## src/rtl/timer16_defines.vh

```
// Offsets, field positions, fixed top values and reset values of the 16-bit timer.
`ifndef TIMER16_DEFINES_VH
`define TIMER16_DEFINES_VH
`define ADDR_COUNT_LOW      8'h00
`define ADDR_COUNT_HIGH     8'h04
`define ADDR_CAPTURE_LOW    8'h08
`define ADDR_CAPTURE_HIGH   8'h0c
`define ADDR_COMPARE_A_LOW  8'h10
`define ADDR_COMPARE_A_HIGH 8'h14
`define ADDR_COMPARE_B_LOW  8'h18
`define ADDR_COMPARE_B_HIGH 8'h1c
`define ADDR_CONTROL_A      8'h20
`define ADDR_CONTROL_B      8'h24
`define ADDR_FLAGS          8'h28
`define ADDR_IRQ_ENABLE     8'h2c
`define CTLB_CS_LSB         0
`define CTLB_WGM_LSB        3
`define CTLB_EDGE_BIT       6
`define CTLB_ACSEL_BIT      7
`define FLAG_OVF_BIT        0
`define FLAG_CAP_BIT        5
`define TOP_FIX8            16'h00ff
`define TOP_FIX9            16'h01ff
`define TOP_FIX10           16'h03ff
`define CONTROL_RESET       8'h00
`define COUNT_RESET         16'h0000
`endif

```

## src/rtl/sync2.v

```verilog
// Two flip-flop synchroniser for one level.
`default_nettype none
module sync2 (
    // Clock and reset.
    input  wire hclk,
    input  wire hresetn,
    // Level in and out.
    input  wire d,
    output reg  q
);
    reg meta;
    always @(posedge hclk or negedge hresetn) begin
        if (!hresetn) begin
            meta <= 1'b0;
            q    <= 1'b0;
        end else begin
            meta <= d;
            q    <= meta;
        end
    end
endmodule
`default_nettype wire

```

## src/rtl/tick_gen.v

```verilog
// Timer tick source: prescaled system clock or synchronised external edge.
`default_nettype none
module tick_gen (
    // Clock and reset.
    input  wire       hclk,
    input  wire       hresetn,
    // Selection and external clock.
    input  wire [2:0] clock_select_field,
    input  wire       ext_clk_sync,
    // Tick out.
    output wire       timer_tick
);
    reg  [9:0] pre;
    reg        ext_d;
    reg        sel;
    always @(posedge hclk or negedge hresetn) begin
        if (!hresetn) begin
            pre   <= 10'h000;
            ext_d <= 1'b0;
        end else begin
            pre   <= pre + 10'h001;
            ext_d <= ext_clk_sync;
        end
    end
    always @* begin
        case (clock_select_field)
            3'h1:    sel = 1'b1;
            3'h2:    sel = (pre[2:0] == 3'h7);
            3'h3:    sel = (pre[5:0] == 6'h3f);
            3'h4:    sel = (pre[7:0] == 8'hff);
            3'h5:    sel = (pre == 10'h3ff);
            3'h6:    sel = ext_d & ~ext_clk_sync;
            3'h7:    sel = ~ext_d & ext_clk_sync;
            default: sel = 1'b0;
        endcase
    end
    assign timer_tick = sel;
endmodule
`default_nettype wire

```

## src/rtl/timer16_counter_capture_access.v

```verilog
// 16-bit timer/counter with input capture, byte access over AHB-Lite.
//
// The address map and the AHB-Lite slave port were chosen for this implementation.
`include "timer16_defines.vh"
`default_nettype none
module timer16_counter_capture_access (
    // Clock and reset.
    input  wire        hclk,
    input  wire        hresetn,
    // AHB-Lite slave.
    input  wire        hsel,
    input  wire [7:0]  haddr,
    input  wire [1:0]  htrans,
    input  wire        hwrite,
    input  wire [2:0]  hsize,
    input  wire [31:0] hwdata,
    input  wire        hready,
    output reg  [31:0] hrdata,
    output wire        hreadyout,
    output wire        hresp,
    // Pins.
    input  wire        capture_pin,
    input  wire        comparator_output,
    input  wire        ext_clock_pin,
    input  wire        overflow_irq_ack,
    input  wire        capture_irq_ack,
    // Status outputs.
    output wire        top_event,
    output wire        bottom_event,
    output wire        overflow_irq,
    output wire        capture_irq
);
    // ****************************************
    // Bus address phase capture
    // ****************************************
    reg        wr_pend;
    reg [7:0]  wr_addr;
    wire       rd_now;
    assign rd_now    = hsel & hready & htrans[1] & ~hwrite;
    assign hreadyout = 1'b1;
    assign hresp     = 1'b0;
    always @(posedge hclk or negedge hresetn) begin
        if (!hresetn) begin
            wr_pend <= 1'b0;
            wr_addr <= 8'h00;
        end else if (hready) begin
            wr_pend <= hsel & htrans[1] & hwrite;
            wr_addr <= haddr;
        end
    end
    wire [7:0] wdata;
    assign wdata = hwdata[7:0];
    wire w_cnt_lo = wr_pend & (wr_addr == `ADDR_COUNT_LOW);
    wire w_cnt_hi = wr_pend & (wr_addr == `ADDR_COUNT_HIGH);
    wire w_cap_lo = wr_pend & (wr_addr == `ADDR_CAPTURE_LOW);
    wire w_cap_hi = wr_pend & (wr_addr == `ADDR_CAPTURE_HIGH);
    wire w_ca_lo  = wr_pend & (wr_addr == `ADDR_COMPARE_A_LOW);
    wire w_ca_hi  = wr_pend & (wr_addr == `ADDR_COMPARE_A_HIGH);
    wire w_cb_lo  = wr_pend & (wr_addr == `ADDR_COMPARE_B_LOW);
    wire w_cb_hi  = wr_pend & (wr_addr == `ADDR_COMPARE_B_HIGH);
    wire w_ctla   = wr_pend & (wr_addr == `ADDR_CONTROL_A);
    wire w_ctlb   = wr_pend & (wr_addr == `ADDR_CONTROL_B);
    wire w_flags  = wr_pend & (wr_addr == `ADDR_FLAGS);
    wire w_irqen  = wr_pend & (wr_addr == `ADDR_IRQ_ENABLE);
    wire r_cnt_lo = rd_now & (haddr == `ADDR_COUNT_LOW);
    wire r_cap_lo = rd_now & (haddr == `ADDR_CAPTURE_LOW);
    // ****************************************
    // Control registers
    // ****************************************
    reg  [7:0]  timer_control_a;
    reg  [7:0]  timer_control_b;
    reg  [7:0]  irq_enable;
    reg  [15:0] compare_a;
    reg  [15:0] compare_b;
    reg  [15:0] capture_value_r;
    always @(posedge hclk or negedge hresetn) begin
        if (!hresetn) begin
            timer_control_a <= `CONTROL_RESET;
            timer_control_b <= `CONTROL_RESET;
            irq_enable      <= `CONTROL_RESET;
        end else begin
            if (w_ctla)
                timer_control_a <= wdata;
            if (w_ctlb)
                timer_control_b <= wdata;
            if (w_irqen)
                irq_enable <= wdata;
        end
    end
    wire [2:0] clock_select_field;
    wire [3:0] waveform_mode_field;
    wire       capture_edge_rise;
    wire       capture_from_comp;
    wire       capture_irq_enable;
    wire       overflow_irq_enable;
    assign clock_select_field  = timer_control_b[`CTLB_CS_LSB+2:`CTLB_CS_LSB];
    assign waveform_mode_field = {timer_control_b[`CTLB_WGM_LSB+1:`CTLB_WGM_LSB],
                                  timer_control_a[1:0]};
    assign capture_edge_rise   = timer_control_b[`CTLB_EDGE_BIT];
    assign capture_from_comp   = timer_control_b[`CTLB_ACSEL_BIT];
    assign capture_irq_enable  = irq_enable[`FLAG_CAP_BIT];
    assign overflow_irq_enable = irq_enable[`FLAG_OVF_BIT];
    // ****************************************
    // Mode decode
    // ****************************************
    reg [15:0] top_value;
    reg        updown;
    reg        top_is_cap;
    reg        ctc_mode;
    always @*
    begin
        top_value  = 16'hffff;
        updown     = 1'b0;
        top_is_cap = 1'b0;
        ctc_mode   = 1'b0;
        case (waveform_mode_field)
            4'h1: begin top_value = `TOP_FIX8;  updown = 1'b1; end
            4'h2: begin top_value = `TOP_FIX9;  updown = 1'b1; end
            4'h3: begin top_value = `TOP_FIX10; updown = 1'b1; end
            4'h4: begin top_value = compare_a;  ctc_mode = 1'b1; end
            4'h5: top_value = `TOP_FIX8;
            4'h6: top_value = `TOP_FIX9;
            4'h7: top_value = `TOP_FIX10;
            4'h8: begin top_value = capture_value_r; updown = 1'b1;
                        top_is_cap = 1'b1; end
            4'h9: begin top_value = compare_a; updown = 1'b1; end
            4'ha: begin top_value = capture_value_r; updown = 1'b1;
                        top_is_cap = 1'b1; end
            4'hb: begin top_value = compare_a; updown = 1'b1; end
            4'hc: begin top_value = capture_value_r; ctc_mode = 1'b1;
                        top_is_cap = 1'b1; end
            4'he: begin top_value = capture_value_r; top_is_cap = 1'b1; end
            4'hf: top_value = compare_a;
            default: top_value = 16'hffff;
        endcase
    end
    // ****************************************
    // Counter, holding register, capture
    // ****************************************
    reg  [15:0] count_value;
    reg  [7:0]  holding;
    reg         count_down;
    reg         overflow_flag;
    reg         capture_flag;
    wire        timer_tick;
    wire        ext_sync;
    wire        cap_pin_sync;
    wire        comp_sync;
    reg         trig_d;
    sync2 u_sync_ext (
        .hclk    (hclk),
        .hresetn (hresetn),
        .d       (ext_clock_pin),
        .q       (ext_sync)
    );
    sync2 u_sync_cap (
        .hclk    (hclk),
        .hresetn (hresetn),
        .d       (capture_pin),
        .q       (cap_pin_sync)
    );
    sync2 u_sync_comp (
        .hclk    (hclk),
        .hresetn (hresetn),
        .d       (comparator_output),
        .q       (comp_sync)
    );
    tick_gen u_tick (
        .hclk               (hclk),
        .hresetn            (hresetn),
        .clock_select_field (clock_select_field),
        .ext_clk_sync       (ext_sync),
        .timer_tick         (timer_tick)
    );
    assign top_event    = (count_value == top_value);
    assign bottom_event = (count_value == 16'h0000);
    wire trig;
    assign trig = capture_from_comp ? comp_sync : cap_pin_sync;
    always @(posedge hclk or negedge hresetn) begin
        if (!hresetn)
            trig_d <= 1'b0;
        else
            trig_d <= trig;
    end
    wire cap_event;
    assign cap_event = ~top_is_cap &
                       (capture_edge_rise ? (trig & ~trig_d)
                                          : (~trig & trig_d));
    reg        ovf_set;
    reg [15:0] next_count;
    reg        next_down;
    always @*
    begin
        next_count = count_value;
        next_down  = count_down;
        ovf_set    = 1'b0;
        if (timer_tick) begin
            if (updown) begin
                if (count_down) begin
                    next_count = count_value - 16'h0001;
                    if (count_value == 16'h0001) begin
                        next_down = 1'b0;
                        ovf_set   = 1'b1;
                    end
                    if (bottom_event) begin
                        next_count = 16'h0001;
                        next_down  = 1'b0;
                        ovf_set    = 1'b1;
                    end
                end else if (top_event) begin
                    next_count = count_value - 16'h0001;
                    next_down  = 1'b1;
                end else begin
                    next_count = count_value + 16'h0001;
                end
            end else if (top_event) begin
                next_count = 16'h0000;
                ovf_set    = ~ctc_mode | (waveform_mode_field == 4'h0);
            end else begin
                next_count = count_value + 16'h0001;
            end
            if (ctc_mode && top_event)
                ovf_set = 1'b0;
            if (count_value == 16'hffff)
                ovf_set = 1'b1;
        end
        if (w_cnt_lo) begin
            next_count = {holding, wdata};
        end
    end
    always @(posedge hclk or negedge hresetn) begin
        if (!hresetn) begin
            count_value     <= `COUNT_RESET;
            count_down      <= 1'b0;
            capture_value_r <= `COUNT_RESET;
            holding         <= 8'h00;
            compare_a       <= 16'hffff;
            compare_b       <= 16'hffff;
            overflow_flag   <= 1'b0;
            capture_flag    <= 1'b0;
        end else begin
            count_value <= next_count;
            count_down  <= next_down;
            if (r_cnt_lo)
                holding <= count_value[15:8];
            else if (r_cap_lo)
                holding <= capture_value_r[15:8];
            else if (w_cnt_hi | w_cap_hi | w_ca_hi | w_cb_hi)
                holding <= wdata;
            if (w_ca_lo)
                compare_a <= {holding, wdata};
            if (w_cb_lo)
                compare_b <= {holding, wdata};
            if (w_cap_lo && top_is_cap)
                capture_value_r <= {holding, wdata};
            else if (cap_event)
                capture_value_r <= count_value;
            if (cap_event)
                capture_flag <= 1'b1;
            else if ((w_flags && wdata[`FLAG_CAP_BIT]) || capture_irq_ack)
                capture_flag <= 1'b0;
            if (ovf_set)
                overflow_flag <= 1'b1;
            else if ((w_flags && wdata[`FLAG_OVF_BIT]) || overflow_irq_ack)
                overflow_flag <= 1'b0;
        end
    end
    assign capture_irq  = capture_flag & capture_irq_enable;
    assign overflow_irq = overflow_flag & overflow_irq_enable;
    // ****************************************
    // Read data
    // ****************************************
    reg [7:0] rd_byte;
    always @*
    begin
        case (haddr)
            `ADDR_COUNT_LOW:      rd_byte = count_value[7:0];
            `ADDR_COUNT_HIGH:     rd_byte = holding;
            `ADDR_CAPTURE_LOW:    rd_byte = capture_value_r[7:0];
            `ADDR_CAPTURE_HIGH:   rd_byte = holding;
            `ADDR_COMPARE_A_LOW:  rd_byte = compare_a[7:0];
            `ADDR_COMPARE_A_HIGH: rd_byte = compare_a[15:8];
            `ADDR_COMPARE_B_LOW:  rd_byte = compare_b[7:0];
            `ADDR_COMPARE_B_HIGH: rd_byte = compare_b[15:8];
            `ADDR_CONTROL_A:      rd_byte = timer_control_a;
            `ADDR_CONTROL_B:      rd_byte = timer_control_b;
            `ADDR_FLAGS:          rd_byte = {2'h0, capture_flag, 4'h0,
                                             overflow_flag};
            `ADDR_IRQ_ENABLE:     rd_byte = irq_enable;
            default:              rd_byte = 8'h00;
        endcase
    end
    always @(posedge hclk or negedge hresetn) begin
        if (!hresetn)
            hrdata <= 32'h00000000;
        else if (rd_now)
            hrdata <= {24'h000000, rd_byte};
    end
    wire unused_ok;
    assign unused_ok = &{hsize, htrans[0], hwdata[31:8], 1'b0};
endmodule
`default_nettype wire

```

## config.mk

```make
export PLATFORM = sky130hd
export DESIGN_NAME = timer16_counter_capture_access
export DESIGN_NICKNAME = d
export VERILOG_FILES = /design/src/rtl/sync2.v /design/src/rtl/tick_gen.v /design/src/rtl/timer16_counter_capture_access.v
export VERILOG_INCLUDE_DIRS = /design/src /design/src/rtl
export SDC_FILE = /design/constraint.sdc
export NUM_CORES = 1
export LEC_CHECK = 0
export ABC_CLOCK_PERIOD_IN_PS = 8100
export BUFFER_PORTS_ARGS = -buffer_cell sky130_fd_sc_hd__buf_2
export CAP_MARGIN = 20
export CORE_UTILIZATION = 47
export CTS_BUF_LIST = sky130_fd_sc_hd__clkbuf_16
export DETAILED_ROUTE_END_ITERATION = 6
export PLACE_DENSITY = 0.66
export SLEW_MARGIN = 20
export SYNTH_ARGS = -nofsm -noshare
export SYNTH_HDL_FRONTEND = slang
export SYNTH_SLANG_ARGS = --single-unit
```

## constraint.sdc

```tcl
create_clock -name hclk -period 8.1 [get_ports hclk]
set_clock_uncertainty 0.1 [all_clocks]
set_input_delay 0 -clock hclk [delete_from_list [all_inputs] [get_ports hclk]]
set_output_delay 0 -clock hclk [all_outputs]
set_load 0.03 [all_outputs]
```

# After elaboration in Yosys (flattened, before gate mapping)
# Cells that the tools add are included.
# classes
n_bitwise	37
addsub	3
mux	36
eq_ne	50
n_reduce_logical	24
# ops
operator	count
16-bit two-way mux	9
8-bit case mux with 11 select lines	1
16-bit case mux with 5 select lines	1
8-bit by 5-bit == test with 1-bit output (second input constant)	8
8-bit by 6-bit == test with 1-bit output (second input constant)	8
8-bit by 4-bit == test with 1-bit output (second input constant)	4
4-bit == test (second input constant)	7
1-bit AND	26
8-bit two-way mux	3
1-bit two-way mux	21
16-bit by 1-bit adder with 16-bit output (second input constant)	1
16-bit by 1-bit == test with 1-bit output (second input constant)	1
16-bit == test	1
16-bit == test (second input constant)	1
4-bit by 3-bit == test with 1-bit output (second input constant)	4
8-bit by 3-bit == test with 1-bit output (second input constant)	2
16-bit logical NOT	1
8-bit logical NOT	2
16-bit by 1-bit subtractor with 16-bit output (second input constant)	1
3-bit == test (second input constant)	5
10-bit by 1-bit adder with 10-bit output (second input constant)	1
10-bit == test (second input constant)	1
2-bit OR reduction	5
4-bit by 2-bit == test with 1-bit output (second input constant)	2
16 further kinds	34
# totals
word_cells	173
regBits	134

# Longest topological paths before layout
# logic_depth
ltp_word	11
mapped_depth	14
mapped_depth_nobuf	10

# Hierarchy
# Synthesis repeated with hierarchy kept, for this count alone.
# unflattened
hier_cells	874
hier_area_um2	8182.8
# modules_own_cells
module	area_per_inst_um2	n_inst	cells_each
timer16_counter_capture_access	7541.0	1	826
tick_gen	491.7	1	42
sync2	50.0	3	2

# Least setup slack after synthesis
# Ideal clock, no wire load.
# synth_timing
kind	reg-to-reg
from	register timer_control_a[0]
to	register count_value[3]
n_path_buf	1
arrival_time_ns	2.748
path_slack_ns	5.117
required_ns	7.866
setup_time_ns	0.134
stages_incl_launch_ff	11
path_cell_list	dfrtp_1 > buf_4 > o21ai_1 > a31oi_1 > or3_1 > a2111oi_2 > or4b_4 > nor3_4 > nor3_2 > a221oi_2 > o32ai_1
# synth_between
elab_chain_len	9
elab_cells_between_ends	29
cone_classes	eq/ne (15); mux (8); reduce/logical (6)
# synth_lines
element	line	rtl
start: declaration	timer16_counter_capture_access.v:70	reg [7:0] timer_control_a;
start signal: assignment	timer16_counter_capture_access.v:78	timer_control_a <= `CONTROL_RESET;
start signal: assignment	timer16_counter_capture_access.v:83	timer_control_a <= wdata;
4-bit == test (tied with other cells)	timer16_counter_capture_access.v:116	case (waveform_mode_field)
4-bit OR reduction (no line) / 2-bit OR reduction (equally long branches)	--	
16-bit case mux with 5 select lines	timer16_counter_capture_access.v:116	
16-bit == test	timer16_counter_capture_access.v:175	assign top_event = (count_value == top_value);
16-bit two-way mux	timer16_counter_capture_access.v:210	end else if (top_event) begin
16-bit two-way mux	timer16_counter_capture_access.v:199	if (count_down) begin
16-bit two-way mux (*)	timer16_counter_capture_access.v:198	if (updown) begin
16-bit two-way mux (*)	timer16_counter_capture_access.v:197	if (timer_tick) begin
16-bit two-way mux (*)	timer16_counter_capture_access.v:227	if (w_cnt_lo) begin
end signal: assignment	timer16_counter_capture_access.v:233	count_value <= `COUNT_RESET;
end signal: assignment	timer16_counter_capture_access.v:242	count_value <= next_count;
end: declaration	timer16_counter_capture_access.v:140	reg [15:0] count_value;
# Every way passes the cells marked *; elsewhere a longest branch is shown, timed or not. The select of a mux whose other input is x is not followed.
# A chain may end at the register's enable or synchronous reset.

# Worst setup path in the final report
# layout_timing
from	register timer_control_a[1]
to	register count_value[3]
# Same word-level chain as after synthesis.

==> results by group <==
Outcome
  • Outcome: finished clean

Synthesis
  • Synth unique cells: 76
  • Top-count cell post-synth: dfrtp_1
  • Mean Syn Cell Area: 9.241 um^2
  • Synth area leaders: dfrtp_1 (31%), dfstp_2 (10%), mux2_2 (7.2%)
  • Top cells by count, synth: dfrtp_1 (102), nor2_1 (89), nand2_1 (57)
  • Sequential area share after synthesis: 41.87%
  • Post-Syn Area: 8104 um^2
  • Predominant post-synthesis flop cell: dfrtp_1
  • EDFF count, synth: 0
  • Yosys top cell by area: dfrtp_1
  • #FFs+latches synth: 134
  • Yosys warns: 0
  • Cells after Synth: 877
  • Async set or reset register ratio after synthesis: 100.0%
  • Share of the synthesized area in the top cell type: 31.50%

STA
  • Fin crit share: 52.90%
  • Least-Margin Pin Slew: 1.118 ns
  • Final Max Tran Viols: 0
  • F_max: 233.4 MHz
  • Count of final setup violators: 0
  • Unrepaired setup endpoints after global routing: false
  • Min cycle time layout: 4.285 ns
  • Fin Hold WS: 0.05233 ns
  • Slew HR: 25.30%
  • Hold Violations, Final: 0
  • Total Neg Setup Slack: 0 ns

CTS
  • Root Buffer: clkbuf_16
  • CTS tree: yes
  • Total CTS buffers: 17
  • Number of setup buffers added after CTS: 0
  • Clk sinks: 134
  • Clock Pin Slew Worst Setup and Hold Paths: 0.06 ns
  • Worst skew pair latency: 0.43 ns
  • CTS H-tree depth: 4
  • CTS Buffer Depth: 2

Final layout
  • Layout cells sized above 1: 18.74%
  • Layout Utilization: 55.22%
  • N_diodes: 0
  • Post-route cell area: 9223 um^2
  • Area Growth Syn to Fin: 13.80%
  • Layout Nets: 987

Setup path
  • Buf/Inv on CP: 0
  • Peak fanout along the critical path: 16
  • Crit path DAT: 4.48 ns
  • CP cell instances: nand2b_1 > a31oi_1 > or3_1 > a2111oi_2 > or4b_4 > nor3_4 > nor3_2 > a221oi_2 > o32ai_1
  • Setup crit end kind: flop
  • WS Path Type: flop to flop
  • CP Launch Type: flop
  • Required time of the critical path: 8.30 ns
  • CP max stage cell: nor3_4
  • CP top delay family: simple AND/OR/NAND/NOR gates
  • Worst path max stage delay: 0.67 ns

Die
  • Row Count: 47
  • Die ar.: 17770 um^2
  • Core area: 16700 um^2
  • Boundary pin count: 93
  • Starting Density: 48.52%
  • Die Wd: 133.3 um
  • Chip height: 133.3 um

Place
  • Routability-driven placement congestion ratio: 0.9698
  • Post-DP HPWL: 16750 um
  • Port bufs: 38
  • Placed cell area: 8327 um^2

Route
  • Via count: 7140
  • DRC: 0
  • DRT Wirelength: 23990 um
  • Via/cell ratio: 6.160
  • Drt pass-1 iters: 5
  • Final ANT Viol Nets: 0
  • Wirelength per Cell: 20.70 um
  • Starting DRT DRC Count: 785

Global route
  • First-pass GRT wire length: 37780 um
  • Initial antenna violation count: 0
  • Total grt overflow: 0
  • Vias in the first global route: 6673
  • Gr usage total: 27.96%
  • Pin count of the biggest net entering global routing: 69

Power
  • Pwr/cell area: 225.1 nW/um^2
  • Leak pwr: 4.005 nW
  • Overall Power: 2.076 mW
  • Peak supply drop: 0.1543 mV

Flow run
  • Max Cap Viol: 0

Hold path
  • Hold Crit Class: input pin to async pin
-- metrics by stage --
step / cells / setup slack, ns
4_1_cts: 1159 / 3.851
3_5_place_dp: 1093 / 3.859
6_report: 1159 / 3.815
5_1_grt: 1159 / 3.630
3_3_place_gp: 1092 / 3.921
2_1_floorplan: 901 / 5.117
-- timing repair --
| item | 4_1_cts | 5_1_grt |
|---|---|---|
| gates resized for setup | 0 | 0 |
| hold buffers | 34 | 0 |
| endpoints found under the hold margin | 137 | 0 |
-- worst register-to-register path: stages (launching register included) --
cell       delay [ns]
dfrtp_1          0.63
nand2b_1         0.48
a31oi_1          0.22
or3_1            0.43
a2111oi_2        0.34
or4b_4           0.53
nor3_4           0.67
nor3_2           0.31
a221oi_2         0.33
o32ai_1          0.12
-- cell usage in the layout (no fill, tap or decap), types with 28 or more instances in the layout --
cell type      netlist  layout
inv_1               28      29
dfstp_2             32      32
nor2_1              89      89
dfrtp_1            102     102
o21ai_0             44      44
dlygate4sd3_1        0      34
mux2_2              52      52
nand3_1             35      35
buf_2                7      37
nand2_1             57      57
nor3_1              28      28
a21oi_1             47      47
-- power by group --
group / internal [mW] / switching, mW
Combinational: 0.187 / 0.228
Clock: 0.423 / 0.315
Sequential: 0.749 / 0.173
-- cell type report --
type,instances,area (um^2)
repair buffers,83,619.3
well taps,220,275.3
inverters,29,108.9
multi-input cells,661,4270
fillers,1521,7478
clock buffers,17,425.4
clock inverters,15,130.1
flip-flops and latches,134,3393
-- per-layer routing --
layer  wire [um]  track usage (%)  up-vias
li1            -                -     3289
met1       10710            38.67     3487
met2       10810            42.25      320
met3        1903            7.192       44
met4         567            10.10        0
met5           0                0        -
-- cell families after synthesis --
logic type	synth area share (%)
other	0.09267
AND/OR/NAND/NOR	18.31
adder cells (fa/ha/maj)	0.9263
multiplexers	10.07
flip-flops	41.87
AO/OA/AOI/OAI	19.92
buffers and inverters	6.546
XOR/XNOR	2.269
-- sequential cells by signal, summed over array words and instances, names as in the netlist, 8 cells and up --
register and flops:
capture_value_r 16, compare_a 16, compare_b 16, count_value 16, holding 8, hrdata 8
irq_enable 8, timer_control_a 8, timer_control_b 8, u_tick.pre 10, wr_addr 8
-- worst paths after layout --
kind	from	to	slack (ns)	cells past startpoint
hold reg to reg	u_sync_cap.meta	u_sync_cap.q	0.25	0
max in group asynchronous	hresetn	capture_value_r[6]	6.57	3
setup / recovery	timer_control_a[1]	count_value[3]	3.82	9
min in group hclk	ext_clock_pin	u_sync_ext.meta	0.11	2
setup reg to reg	timer_control_a[1]	count_value[3]	3.82	9
hold / removal	hresetn	count_value[12]	0.05	2
Note: power is estimated with default switching activity, not from simulation.
